### config.mk
export PLATFORM = sky130hd
export DESIGN_NAME = dual_uart_host_bus_port
export DESIGN_NICKNAME = d
export VERILOG_FILES = /design/src/rtl/host_port_pkg.sv /design/src/rtl/dual_uart_host_bus_port.sv /design/src/rtl/pin_sync.sv
export VERILOG_INCLUDE_DIRS = /design/src /design/src/rtl
export SDC_FILE = /design/constraint.sdc
export NUM_CORES = 1
export LEC_CHECK = 0
export ABC_AREA = 1
export BUFFER_PORTS_ARGS = -buffer_cell sky130_fd_sc_hd__buf_2
export CELL_PAD_IN_SITES_DETAIL_PLACEMENT = 1
export CELL_PAD_IN_SITES_GLOBAL_PLACEMENT = 2
export CORE_MARGIN = 8
export CORE_UTILIZATION = 31
export DETAILED_ROUTE_END_ITERATION = 16
export PLACE_DENSITY = 0.86
export RECOVER_POWER = 100
export SKIP_LAST_GASP = 1
export SLEW_MARGIN = 20
export SYNTH_ARGS = -nofsm -noshare
export SYNTH_HDL_FRONTEND = slang
export SYNTH_SLANG_ARGS = --single-unit
### constraint.sdc
create_clock -name clock_in -period 2.81 [get_ports clock_in]
set_input_delay 0.4215 -clock clock_in [delete_from_list [all_inputs] [get_ports clock_in]]
set_output_delay 0.4215 -clock clock_in [all_outputs]
set_load 0.005 [all_outputs]
### src/rtl/host_port_regs.svh
`ifndef HOST_PORT_REGS_SVH
`define HOST_PORT_REGS_SVH

// Width of the host data bus and of the register address.
`define HP_DATA_W 8
`define HP_ADDR_W 3
// Address at which the shared alternate-function register sits.
`define HP_ALT_FUNC_ADDR 3'h7
// Reset value of the alternate-function register.
`define HP_ALT_FUNC_RST 8'h00
// Bit of the alternate-function register that broadcasts writes.
`define HP_ALT_BCAST_BIT 0
// Width of the synchronised pin bundle and the field positions in it.
`define HP_PIN_W 15
`define HP_PIN_DATA_LSB 0
`define HP_PIN_ADDR_LSB 8
`define HP_PIN_PICK 11
`define HP_PIN_CS_N 12
`define HP_PIN_RD_N 13
`define HP_PIN_WR_N 14
// Bundle value while the host is idle: strobes and select high.
`define HP_PIN_IDLE 15'h7000

`endif

### src/rtl/host_port_pkg.sv
`default_nettype none
package host_port_pkg;
   typedef logic [7:0] byte_t;
   typedef logic [2:0] reg_addr_t;
   typedef enum logic [1:0] {
      ST_IDLE,
      ST_RD_FETCH,
      ST_RD_HOLD,
      ST_WR_HOLD
   } port_state_t;
endpackage : host_port_pkg
`default_nettype wire

### src/rtl/dual_uart_host_bus_port.sv
// Functional notes
// Read strobe fall fetches addressed byte onto bus.
// Write strobe rise loads bus byte into register.
// Chip select low needed; channel pick input picks channel.
// Channel pick low means B, high A.
// Broadcast bit makes writes reach both channels.
// Each channel drives active-high interrupt output.
// Active-low tx room follows FIFO or holding.
// Eight-bit bidirectional data bus, device drives reads.
// Three address bits select the register.
// Chip select high ignores strobes, bus released.
`timescale 1ns/1ps
`default_nettype none
`include "host_port_regs.svh"
module dual_uart_host_bus_port (
   // Clock and reset.
   input wire logic clock_in,
   input wire logic rst_in,
   // Host bus pins.
   input wire logic chip_sel_n_in,
   input wire logic read_strobe_n_in,
   input wire logic write_strobe_n_in,
   input wire logic channel_pick_in,
   input wire host_port_pkg::reg_addr_t addr_in,
   input wire host_port_pkg::byte_t data_in,
   output host_port_pkg::byte_t data_out,
   output logic data_oe_out,
   // Channel cores, same clock.
   input wire host_port_pkg::byte_t rd_data_a_in,
   input wire host_port_pkg::byte_t rd_data_b_in,
   input wire logic irq_req_a_in,
   input wire logic irq_req_b_in,
   input wire logic fifo_mode_a_in,
   input wire logic fifo_mode_b_in,
   input wire logic fifo_room_a_in,
   input wire logic fifo_room_b_in,
   input wire logic holding_empty_a_in,
   input wire logic holding_empty_b_in,
   output host_port_pkg::reg_addr_t reg_addr_out,
   output host_port_pkg::byte_t wr_data_out,
   output logic rd_pulse_a_out,
   output logic rd_pulse_b_out,
   output logic wr_pulse_a_out,
   output logic wr_pulse_b_out,
   output host_port_pkg::byte_t alternate_function_reg_out,
   // Channel status pins.
   output logic irq_chan_a_out,
   output logic irq_chan_b_out,
   output logic tx_room_a_n_out,
   output logic tx_room_b_n_out
);
   import host_port_pkg::*;

   logic [`HP_PIN_W-1:0] pins_async;
   logic [`HP_PIN_W-1:0] pins_sync;
   logic [`HP_PIN_W-1:0] pins_prev_r;
   logic [`HP_PIN_W-1:0] pins_prev_nxt;

   assign pins_async = {write_strobe_n_in, read_strobe_n_in, chip_sel_n_in, channel_pick_in, addr_in, data_in};

   pin_sync #(.WIDTH(`HP_PIN_W), .RST_VAL(`HP_PIN_IDLE)) u_pin_sync (
      .clock_in(clock_in),
      .rst_in(rst_in),
      .async_in(pins_async),
      .sync_out(pins_sync)
   );

   logic cs_n_s;
   logic rd_n_s;
   logic wr_n_s;
   logic pick_s;
   reg_addr_t addr_s;
   byte_t data_s;
   logic rd_fall;
   logic rd_rise;
   logic wr_fall;
   logic wr_rise;

   always_comb begin
      cs_n_s = pins_sync[`HP_PIN_CS_N];
      rd_n_s = pins_sync[`HP_PIN_RD_N];
      wr_n_s = pins_sync[`HP_PIN_WR_N];
      pick_s = pins_sync[`HP_PIN_PICK];
      addr_s = pins_sync[`HP_PIN_ADDR_LSB +: `HP_ADDR_W];
      data_s = pins_sync[`HP_PIN_DATA_LSB +: `HP_DATA_W];
      rd_fall = pins_prev_r[`HP_PIN_RD_N] & ~rd_n_s;
      rd_rise = ~pins_prev_r[`HP_PIN_RD_N] & rd_n_s;
      wr_fall = pins_prev_r[`HP_PIN_WR_N] & ~wr_n_s;
      wr_rise = ~pins_prev_r[`HP_PIN_WR_N] & wr_n_s;
      pins_prev_nxt = rst_in ? `HP_PIN_IDLE : pins_sync;
   end

   port_state_t state_r;
   port_state_t state_nxt;
   logic chan_a_r;
   logic chan_a_nxt;
   reg_addr_t addr_r;
   reg_addr_t addr_nxt;
   byte_t wdata_r;
   byte_t wdata_nxt;
   byte_t dout_r;
   byte_t dout_nxt;
   logic oe_r;
   logic oe_nxt;
   logic rd_a_r;
   logic rd_a_nxt;
   logic rd_b_r;
   logic rd_b_nxt;
   logic wr_a_r;
   logic wr_a_nxt;
   logic wr_b_r;
   logic wr_b_nxt;
   byte_t afr_r;
   byte_t afr_nxt;
   logic irq_a_r;
   logic irq_a_nxt;
   logic irq_b_r;
   logic irq_b_nxt;
   logic txr_a_r;
   logic txr_a_nxt;
   logic txr_b_r;
   logic txr_b_nxt;
   logic bcast;

   always_comb begin
      state_nxt = state_r;
      chan_a_nxt = chan_a_r;
      addr_nxt = addr_r;
      wdata_nxt = wdata_r;
      dout_nxt = dout_r;
      oe_nxt = oe_r;
      rd_a_nxt = 1'b0;
      rd_b_nxt = 1'b0;
      wr_a_nxt = 1'b0;
      wr_b_nxt = 1'b0;
      afr_nxt = afr_r;
      bcast = afr_r[`HP_ALT_BCAST_BIT];
      if (cs_n_s) begin
         state_nxt = ST_IDLE;
         oe_nxt = 1'b0;
      end else begin
         case (state_r)
            ST_IDLE: begin
               if (rd_fall) begin
                  state_nxt = ST_RD_FETCH;
                  chan_a_nxt = pick_s;
                  addr_nxt = addr_s;
                  rd_a_nxt = pick_s && (addr_s != `HP_ALT_FUNC_ADDR);
                  rd_b_nxt = !pick_s && (addr_s != `HP_ALT_FUNC_ADDR);
               end else if (wr_fall) begin
                  state_nxt = ST_WR_HOLD;
               end
            end
            ST_RD_FETCH: begin
               if (addr_r == `HP_ALT_FUNC_ADDR) begin
                  dout_nxt = afr_r;
               end else begin
                  dout_nxt = chan_a_r ? rd_data_a_in : rd_data_b_in;
               end
               oe_nxt = 1'b1;
               state_nxt = rd_n_s ? ST_IDLE : ST_RD_HOLD;
               if (rd_n_s) begin
                  oe_nxt = 1'b0;
               end
            end
            ST_RD_HOLD: begin
               if (rd_rise) begin
                  oe_nxt = 1'b0;
                  state_nxt = ST_IDLE;
               end
            end
            ST_WR_HOLD: begin
               if (wr_rise) begin
                  state_nxt = ST_IDLE;
                  addr_nxt = addr_s;
                  wdata_nxt = data_s;
                  if (addr_s == `HP_ALT_FUNC_ADDR) begin
                     afr_nxt = data_s;
                  end else begin
                     wr_a_nxt = bcast || pick_s;
                     wr_b_nxt = bcast || !pick_s;
                  end
               end
            end
            default: begin
               state_nxt = ST_IDLE;
               oe_nxt = 1'b0;
            end
         endcase
      end
      irq_a_nxt = irq_req_a_in;
      irq_b_nxt = irq_req_b_in;
      txr_a_nxt = fifo_mode_a_in ? !fifo_room_a_in : !holding_empty_a_in;
      txr_b_nxt = fifo_mode_b_in ? !fifo_room_b_in : !holding_empty_b_in;
      if (rst_in) begin
         state_nxt = ST_IDLE;
         chan_a_nxt = 1'b0;
         addr_nxt = 3'h0;
         wdata_nxt = 8'h00;
         dout_nxt = 8'h00;
         oe_nxt = 1'b0;
         rd_a_nxt = 1'b0;
         rd_b_nxt = 1'b0;
         wr_a_nxt = 1'b0;
         wr_b_nxt = 1'b0;
         afr_nxt = `HP_ALT_FUNC_RST;
         irq_a_nxt = 1'b0;
         irq_b_nxt = 1'b0;
         txr_a_nxt = 1'b1;
         txr_b_nxt = 1'b1;
      end
   end

   always_ff @(posedge clock_in) begin
      pins_prev_r <= pins_prev_nxt;
      state_r <= state_nxt;
      chan_a_r <= chan_a_nxt;
      addr_r <= addr_nxt;
      wdata_r <= wdata_nxt;
      dout_r <= dout_nxt;
      oe_r <= oe_nxt;
      rd_a_r <= rd_a_nxt;
      rd_b_r <= rd_b_nxt;
      wr_a_r <= wr_a_nxt;
      wr_b_r <= wr_b_nxt;
      afr_r <= afr_nxt;
      irq_a_r <= irq_a_nxt;
      irq_b_r <= irq_b_nxt;
      txr_a_r <= txr_a_nxt;
      txr_b_r <= txr_b_nxt;
   end

   assign data_out = dout_r;
   assign data_oe_out = oe_r;
   assign reg_addr_out = addr_r;
   assign wr_data_out = wdata_r;
   assign rd_pulse_a_out = rd_a_r;
   assign rd_pulse_b_out = rd_b_r;
   assign wr_pulse_a_out = wr_a_r;
   assign wr_pulse_b_out = wr_b_r;
   assign alternate_function_reg_out = afr_r;
   assign irq_chan_a_out = irq_a_r;
   assign irq_chan_b_out = irq_b_r;
   assign tx_room_a_n_out = txr_a_r;
   assign tx_room_b_n_out = txr_b_r;
endmodule : dual_uart_host_bus_port
`default_nettype wire

### src/rtl/pin_sync.sv
`timescale 1ns/1ps
`default_nettype none
module pin_sync #(
   parameter int WIDTH = 1,
   parameter logic [WIDTH-1:0] RST_VAL = '0
) (
   // Clock and reset.
   input wire logic clock_in,
   input wire logic rst_in,
   // Asynchronous input and its synchronised copy.
   input wire logic [WIDTH-1:0] async_in,
   output logic [WIDTH-1:0] sync_out
);
   logic [WIDTH-1:0] meta_r;
   logic [WIDTH-1:0] meta_nxt;
   logic [WIDTH-1:0] sync_r;
   logic [WIDTH-1:0] sync_nxt;

   always_comb begin
      meta_nxt = rst_in ? RST_VAL : async_in;
      sync_nxt = rst_in ? RST_VAL : meta_r;
   end

   always_ff @(posedge clock_in) begin
      meta_r <= meta_nxt;
      sync_r <= sync_nxt;
   end

   assign sync_out = sync_r;
endmodule : pin_sync
`default_nettype wire

==> impl_metrics.json, run 1 <==
{
  "max-vdd-ir-drop_mv": 0.2719,
  "status": "finished, final reports clean",
  "cp-start-kind": "flop",
  "globalplace.congestion": 0.7457,
  "grt_pass1_vias": 2451,
  "final_cells": 535,
  "wl_per_cell_um": 12.93,
  "critical_path_arrival_ps": 1970,
  "ys_warn_count": 0,
  "synth_top_cell_area_share_pct": 52.40,
  "grt_overflow_total": 0,
  "drc_errors": 0,
  "syn_inst": 347,
  "hold_class": "in2reg",
  "finalCriticalPeriod_ps": 1690,
  "drtAntennaViolNets": 0,
  "placementRows": 34,
  "antenna-diode-count": 0,
  "synth_common_cells": "80 x nor2_1, 71 x dfxtp_1, 59 x inv_1",
  "grt_max_degree": 37,
  "synthFlopType": "dfxtp_1",
  "ctsHoldBuffers": 0,
  "cp_cell_sequence": "nand3_1 -> nor2_1 -> nand2_1 -> clkinvlp_2 -> nor2_1 -> nor2_1",
  "nets": 463,
  "num_io_pins": 77,
  "clk_root_buffer_cell": "clkbuf_8",
  "fillers": 1119,
  "path_max_fanout": 7,
  "hold_start": "chip_sel_n_in",
  "ys_seq_area_share_pct": 52.40,
  "critPathRequiredTime_ps": 3090,
  "numCtsBuffers": 9,
  "max_stage_delay_ps": 450,
  "synth_seq_cells": 71,
  "clk_path_buf_depth": 2,
  "cp_slowest_cell": "nor2_1",
  "syn_area_per_cell_um2": 7.817,
  "cts_setup_buffers": 0,
  "yosysTopAreaCell": "dfxtp_1",
  "clock_latency_ps": 340,
  "tritoncts": "built",
  "syn_area_mm2": 0.002713,
  "worstSetupPathType": "reg2reg",
  "port_buffers": 76,
  "cap_violations": 0,
  "cts_max_level": 3,
  "rrSetupSlack_ps": 1120,
  "drtIter0Drc": 42,
  "cts.sinks": 71,
  "vias": 2327,
  "die_y_um": 109.5,
  "synth_area_leaders": "dfxtp_1 52%, nor2_1 11%, inv_1 8.2%, nand2_1 6.1%, nand3_1 2.8%",
  "grt_pass1_wl_mm": 11.46,
  "path_buf_inv": 1,
  "skew_ps": 9.252,
  "worst_slew_margin_rel_pct": 7.548,
  "dp_hpwl_mm": 5.202,
  "place_inst": 519,
  "setup_tns_ps": 0,
  "end_kind": "flop",
  "finish.utilization_pct": 38.60,
  "tightest_slew_ps": 1387,
  "coreArea_mm2": 0.008593,
  "min_to": "u_pin_sync.meta_r[12]",
  "wl_mm": 6.917,
  "setup_viol_count_final": 0,
  "design_area_mm2": 0.003317,
  "max_freq_ghz": 0.5918,
  "synth-edff-count": 0,
  "final-hold-violation-count": 0,
  "power_density_mw_per_mm2": 616.2,
  "hold_path_depth": 2,
  "cp_common_cell": "nor2_1",
  "die_w_um": 109.5,
  "drt_first_pass_iters": 4,
  "reg2reg_from": "u_pin_sync.sync_out[9]",
  "leakage_nw": 1.545,
  "rsz0062_at_grt": "no",
  "clk_pin_slew_ps": 70,
  "via_per_inst": 4.350,
  "finalPower_mw": 2.044,
  "slew_violations": 0,
  "crit_family": "simple AND/OR/NAND/NOR gates",
  "synth_cell_types": 26,
  "yosys.cell_count.top_type": "nor2_1",
  "drive_gt1_share_pct": 17.56,
  "cts_resized": 0,
  "fin_crit_sh_pct": 60.14,
  "start_util_pct": 31.57,
  "syn_nets": 388,
  "dieArea_mm2": 0.01200,
  "ff2ff_path_depth": 6,
  "reg2reg_to": "alternate_function_reg_out[0]",
  "grt_antenna_before_repair": 0,
  "synthArstFlopShare_pct": 0,
  "area_delta_synth_final_pct": 22.28,
  "grt_usage_pct": 12.19,
  "dpl_cell_area_mm2": 0.003167
}
==> cell families (layout without fill, tap and decap cells) <==
logic type	after synthesis	in the layout	share of synthesized area, %
AOI/OAI and AO/OA	30	30	7.196
buffers and inverters	74	154	11.35
and+or+nand+nor	172	172	29.06
DFF	71	71	52.40
==> cell type report <==
class                           instances  area [um2]  area share [%]
Sequential cell                        71        1421           42.85
Timing Repair Buffer                   77       345.3           10.41
Clock buffer                           11       141.4           4.263
Clock inverter                          5       81.33           2.452
Multi-Input combinational cell        202       957.2           28.86
Inverter                               61       235.2           7.092
Tap cell                              108       135.1           4.074
==> placed cells by master (no fill, tap or decap), drive strengths merged, types with 2 or more instances in the layout <==
cell,n
a21oi,3
buf,45
bufinv,2
clkbuf,43
clkinv,2
clkinvlp,2
dfxtp,71
inv,60
nand2,49
nand3,16
nand3b,6
nand4,9
nor2,84
nor3,2
o211ai,8
o21a,8
o21ai,10
or2,6
==> registers in the layout, summed over array words and instances (netlist names) <==
signal and flops:
rd_pulse_a_out 1, reg_addr_out 3, wr_pulse_a_out 1, irq_chan_b_out 1
pins_prev_r 2, wr_data_out 8, data_oe_out 1, wr_pulse_b_out 1
rd_pulse_b_out 1, data_out 8, state_r 2, alternate_function_reg_out 8
u_pin_sync.meta_r 15, chan_a_r 1, irq_chan_a_out 1, tx_room_b_n_out 1
u_pin_sync.sync_out 15, tx_room_a_n_out 1
==> metrics by stage <==
| stage | worst slack [ps] | hold WS [ps] |
|---|---|---|
| 2_1_floorplan | 1650 | 388.3 |
| 3_3_place_gp | 1145 | 389.4 |
| 3_5_place_dp | 1111 | 398.7 |
| 4_1_cts | 1287 | 237.7 |
| 5_1_grt | 930.9 | 247.1 |
| 6_report | 1120 | 260.6 |
==> where the power goes <==
part           internal, mW  total, mW  switching [mW]  leakage [nW]
clock network         0.524      0.906           0.382         0.110
registers              1.03       1.04          0.0127         0.580
logic                0.0440     0.0937          0.0496         0.855
==> worst max-delay path by stage <==
stage,start,to,cells past startpoint
2_1_floorplan,rst_in,u_pin_sync.meta_r[14],3
3_3_place_gp,rst_in,rd_pulse_b_out,4
3_5_place_dp,rst_in,rd_pulse_b_out,4
4_1_cts,reg_addr_out[0],reg_addr_out[0],1
5_1_grt,rst_in,data_oe_out,5
6_report,u_pin_sync.sync_out[9],alternate_function_reg_out[0],6
==> per-layer routing <==
| layer | up-vias | track usage, % | wire (um) |
|---|---|---|---|
| li1 | 1212 | - | - |
| met1 | 1039 | 14.84 | 3374 |
| met2 | 70 | 18.60 | 2838 |
| met3 | 6 | 4.279 | 582 |
| met4 | 0 | 6.365 | 122 |
| met5 | - | 0 | 0 |
(Power assumes the default switching activity.)
==> inputs of run 2 (changes only) <==
Settings changed: CORE_UTILIZATION 31 to 26, PLACE_DENSITY 0.86 to 0.77.
Clock period 2.81 ns to 1.5 ns, I/O delays scaled along.
==> run 2 against run 1 <==
Effect of this change: clock skew up 0.89 ps; non-clock buffer count up 4; cell area is 1.7% higher; register-to-register slack worse by 930 ps; via count is 1.6% lower; combinational power rose by 100%; sequential share of layout area fell by 0.73 points; core utilization fell by 5.6 points; wire length is 3.8% higher; total power rose by 77%; critical path type is now reg2out; largest power group unchanged; highest routed layer unchanged.
==> impl_metrics.json, run 2 (synthesis results as in run 1) <==
{
  "num_io_pins": 77,
  "cts_resized": 0,
  "placementRows": 37,
  "skew_ps": 10.14,
  "crit_family": "buffers and inverters",
  "fin_crit_sh_pct": 87.43,
  "coreArea_mm2": 0.01023,
  "grt_usage_pct": 10.59,
  "grt_overflow_total": 0,
  "final_cell_mix": "81 x nor2_1, 71 x dfxtp_1, 59 x inv_1",
  "grt_max_degree": 37,
  "cp-start-kind": "flop",
  "leakage_nw": 1.578,
  "path_buf_inv": 2,
  "max-vdd-ir-drop_mv": 0.3965,
  "power_density_mw_per_mm2": 1070,
  "max_stage_delay_ps": 340,
  "cp_cell_sequence": "clkbuf_2 -> buf_2",
  "drc_errors": 0,
  "cp_slowest_cell": "dfxtp_1",
  "finalCriticalPeriod_ps": 1311,
  "drive_gt1_share_pct": 19.35,
  "dp_hpwl_mm": 5.579,
  "tightest_slew_ps": 673.6,
  "area_delta_synth_final_pct": 24.40,
  "setup_viol_count_final": 0,
  "wl_mm": 7.181,
  "port_buffers": 76,
  "grt_antenna_before_repair": 0,
  "final-hold-violation-count": 0,
  "die_y_um": 118.1,
  "die_w_um": 118.1,
  "clock_latency_ps": 340,
  "cts.sinks": 71,
  "numCtsBuffers": 9,
  "drt_first_pass_iters": 4,
  "drtAntennaViolNets": 0,
  "cap_violations": 0,
  "via_per_inst": 4.053,
  "final_common_cell": "nor2_1",
  "rsz0062_at_grt": "no",
  "clk_root_buffer_cell": "clkbuf_8",
  "start_util_pct": 26.51,
  "setup_tns_ps": 0,
  "max_freq_ghz": 0.7625,
  "status": "finished, final reports clean",
  "nets": 467,
  "grt_pass1_wl_mm": 11.96,
  "whs_ps": 66.32,
  "critical_path_arrival_ps": 1090,
  "ctsHoldBuffers": 0,
  "worst_slew_margin_rel_pct": 55.09,
  "antenna-diode-count": 0,
  "globalplace.congestion": 0.7255,
  "hold_class": "in2reg",
  "cts_setup_buffers": 0,
  "end_kind": "output pin",
  "clk_path_buf_depth": 2,
  "wl_per_cell_um": 12.71,
  "tritoncts": "built",
  "path_max_fanout": 10,
  "worstSetupPathType": "reg2out",
  "vias": 2290,
  "clk_pin_slew_ps": 70,
  "drtIter0Drc": 79,
  "dieArea_mm2": 0.01396,
  "slew_violations": 0,
  "cts_max_level": 3,
  "fillers": 1277,
  "critPathRequiredTime_ps": 1270,
  "grt_pass1_vias": 2461
}
run 2: cell types whose count changed in the layout (fill, tap and decap cells not counted), sizes merged:
cell and delta:
inv -1, clkinvlp +1, clkinv -1, buf +4
bufinv -1
run 2: per-layer routing:
metal	up-vias	track usage (%)	routed length, um
li1	1213	-	-
met1	1005	12.49	3587
met2	65	17.23	3082
met3	7	3.998	408
met4	0	3.843	102
met5	-	0	0
run 2: metrics by stage:
| stage | instance area [um2] | instances | setup WS [ps] | util [%] | total power, mW |
|---|---|---|---|---|---|
| 4_1_cts | 3431 | 565 | 251.1 | 33.53 | 3.680 |
| 3_3_place_gp | 3244 | 551 | 305.8 | 31.71 | 2.186 |
| 2_1_floorplan | 2713 | 347 | 402.3 | - | 2.096 |
| 6_report | 3374 | 565 | 188.5 | 32.98 | 3.611 |
| 5_1_grt | 3374 | 565 | 46.89 | 32.98 | 3.796 |
| 3_5_place_dp | 3244 | 551 | 264.2 | 31.71 | 2.191 |
run 2: worst paths after layout:
kind	depth (start not counted)	startpoint	endpoint	slack (ps)
setup reg to reg	5	u_pin_sync.sync_out[12]	wr_data_out[2]	190
setup / recovery	2	reg_addr_out[0]	reg_addr_out[0]	190
hold / removal	2	write_strobe_n_in	u_pin_sync.meta_r[14]	70
hold reg to reg	2	u_pin_sync.meta_r[10]	u_pin_sync.sync_out[10]	400
run 2: power breakdown:
part	switching [mW]	internal, mW
Combinational	0.0991	0.0881
Sequential	0.0201	1.93
Clock	0.676	0.796
run 2: layout make-up:
type                    count  area (um2)  area share (%)
clock buffers              11       141.4           4.190
well taps                 136       170.2           5.043
clock inverters             3       45.04           1.335
multi-input cells         202       973.4           28.85
inverters                  61       237.7           7.045
repair buffers             81       385.4           11.42
flip-flops and latches     71        1421           42.12
==> inputs of run 3 (changes only) <==
Settings changed: CELL_PAD_IN_SITES_DETAIL_PLACEMENT 1 to unset, CELL_PAD_IN_SITES_GLOBAL_PLACEMENT 2 to unset, CORE_UTILIZATION 26 to 40, PLACE_DENSITY 0.77 to 0.68.
==> run 3 against run 2 <==
Effect of this change: maximum frequency rose by 0.36%; worst hold slack got worse by 4.3 ps; largest power group unchanged; sequential power is essentially flat; first-iteration DRC count rose by 43%; highest routed layer unchanged.
==> impl_metrics.json, run 3 (synthesis results as in run 1) <==
{
  "status": "finished, final reports clean",
  "vias": 2300,
  "cp_cell_sequence": "nand3_1 -> nor2_2 -> nand2_4 -> clkinv_4 -> nor2_1 -> nor2_1",
  "cap_violations": 0,
  "final-hold-violation-count": 0,
  "clock_latency_ps": 340,
  "nets": 469,
  "drt_first_pass_iters": 4,
  "dp_hpwl_mm": 4.542,
  "max_stage_delay_ps": 350,
  "worst_slew_margin_rel_pct": 46.88,
  "whs_ps": 62.01,
  "cts_max_level": 3,
  "cp-start-kind": "flop",
  "grt_overflow_total": 0,
  "crit_family": "simple AND/OR/NAND/NOR gates",
  "final_cell_mix": "81 x nor2_1, 71 x dfxtp_1, 59 x inv_1",
  "die_y_um": 98.35,
  "antenna-diode-count": 0,
  "startpoint": "u_pin_sync.sync_out[10]",
  "grt_usage_pct": 12.62,
  "tightest_slew_ps": 796.8,
  "drc_errors": 0,
  "path_depth": 6,
  "grt_antenna_before_repair": 0,
  "placementRows": 30,
  "globalplace.congestion": 0.7903,
  "clk_path_buf_depth": 2,
  "cts_setup_buffers": 0,
  "cts_resized": 0,
  "setup_viol_count_final": 0,
  "wl_per_cell_um": 11.36,
  "rsz0062_at_grt": "no",
  "wl_mm": 5.827,
  "skew_ps": 6.718,
  "clk_pin_slew_ps": 80,
  "slew_violations": 0,
  "critical_path_arrival_ps": 1580,
  "num_io_pins": 77,
  "numCtsBuffers": 9,
  "drive_gt1_share_pct": 19.17,
  "dieArea_mm2": 0.009673,
  "rrSetupSlack_ps": 190,
  "power_density_mw_per_mm2": 1145,
  "crit_path_end": "alternate_function_reg_out[6]",
  "drtAntennaViolNets": 0,
  "drtIter0Drc": 113,
  "clk_root_buffer_cell": "clkbuf_8",
  "final_common_cell": "nor2_1",
  "path_buf_inv": 1,
  "max-vdd-ir-drop_mv": 0.7422,
  "cp_common_cell": "nor2_1",
  "max_freq_ghz": 0.7653,
  "end_kind": "flop",
  "path_max_fanout": 7,
  "critPathRequiredTime_ps": 1770,
  "tritoncts": "built",
  "ff2ff_path_depth": 6,
  "leakage_nw": 1.599,
  "reg2reg_from": "u_pin_sync.sync_out[10]",
  "fin_crit_sh_pct": 87.12,
  "coreArea_mm2": 0.006681,
  "worstSetupPathType": "reg2reg",
  "ctsHoldBuffers": 0,
  "fillers": 688,
  "cts.sinks": 71,
  "area_delta_synth_final_pct": 23.02,
  "die_w_um": 98.35,
  "setup_tns_ps": 0,
  "grt_pass1_wl_mm": 9.936,
  "via_per_inst": 4.483,
  "start_util_pct": 40.60,
  "grt_pass1_vias": 2232,
  "reg2reg_to": "alternate_function_reg_out[6]",
  "port_buffers": 76,
  "finalCriticalPeriod_ps": 1307,
  "cp_slowest_cell": "dfxtp_1",
  "hold_class": "in2reg",
  "grt_max_degree": 22
}
[run 3: cell count changes in the layout (fill, tap and decap cells not counted), sizes merged]
cell,delta
inv,+2
bufinv,+1
clkinv,+2
clkinvlp,-2
clkbuf,+1
[run 3: worst min path at each step]
stage | start | endpoint | cells past startpoint
detailed placement | u_pin_sync.meta_r[9] | u_pin_sync.sync_out[9] | 2
global placement | u_pin_sync.meta_r[11] | u_pin_sync.sync_out[11] | 2
global route | read_strobe_n_in | u_pin_sync.meta_r[13] | 2
floorplan | chip_sel_n_in | u_pin_sync.meta_r[12] | 1
finish | read_strobe_n_in | u_pin_sync.meta_r[13] | 2
CTS | read_strobe_n_in | u_pin_sync.meta_r[13] | 2
[run 3: final cells by class]
type	count	area (um2)	share of cell area, %
sequential	71	1421	42.59
inverter	61	237.7	7.124
tap	80	100.1	3.000
multi-input combinational	202	965.9	28.95
clock buffer	10	137.6	4.124
timing repair buffer	83	382.9	11.47
clock inverter	6	91.34	2.737
[run 3: through the flow]
stage	std cells	setup WS, ps	util [%]	cell area, um2	total power, mW
6_report	513	193.3	49.94	3337	3.821
5_1_grt	513	74.27	49.94	3337	3.998
4_1_cts	513	248.4	50.97	3406	3.881
3_5_place_dp	497	269.1	47.55	3177	2.181
3_3_place_gp	497	292.4	47.55	3177	2.178
2_1_floorplan	347	402.3	-	2713	2.096
[run 3: routing by layer]
layer | GRT usage (%) | share of wire, % | vias up
met2 | 18.58 | 41 | 82
met4 | 5.549 | 1.6 | 0
met3 | 7.041 | 10 | 8
met1 | 14.62 | 47 | 987
met5 | 0 | 0 | -
li1 | - | - | 1223
[run 3: worst register-to-register path, delay by kind of cell (launching register included)]
| family | cells | cell delay, ps |
|---|---|---|
| flip-flops | 1 | 350 |
| buffers and inverters | 1 | 90 |
| AND/OR/NAND/NOR | 5 | 810 |
[run 3: report_power, final]
group          switching (mW)  internal (mW)  leakage [nW]
registers              0.0200           1.93         0.580
logic                  0.0928         0.0862         0.902
clock network           0.698          0.993         0.117
total                   0.811           3.01          1.60
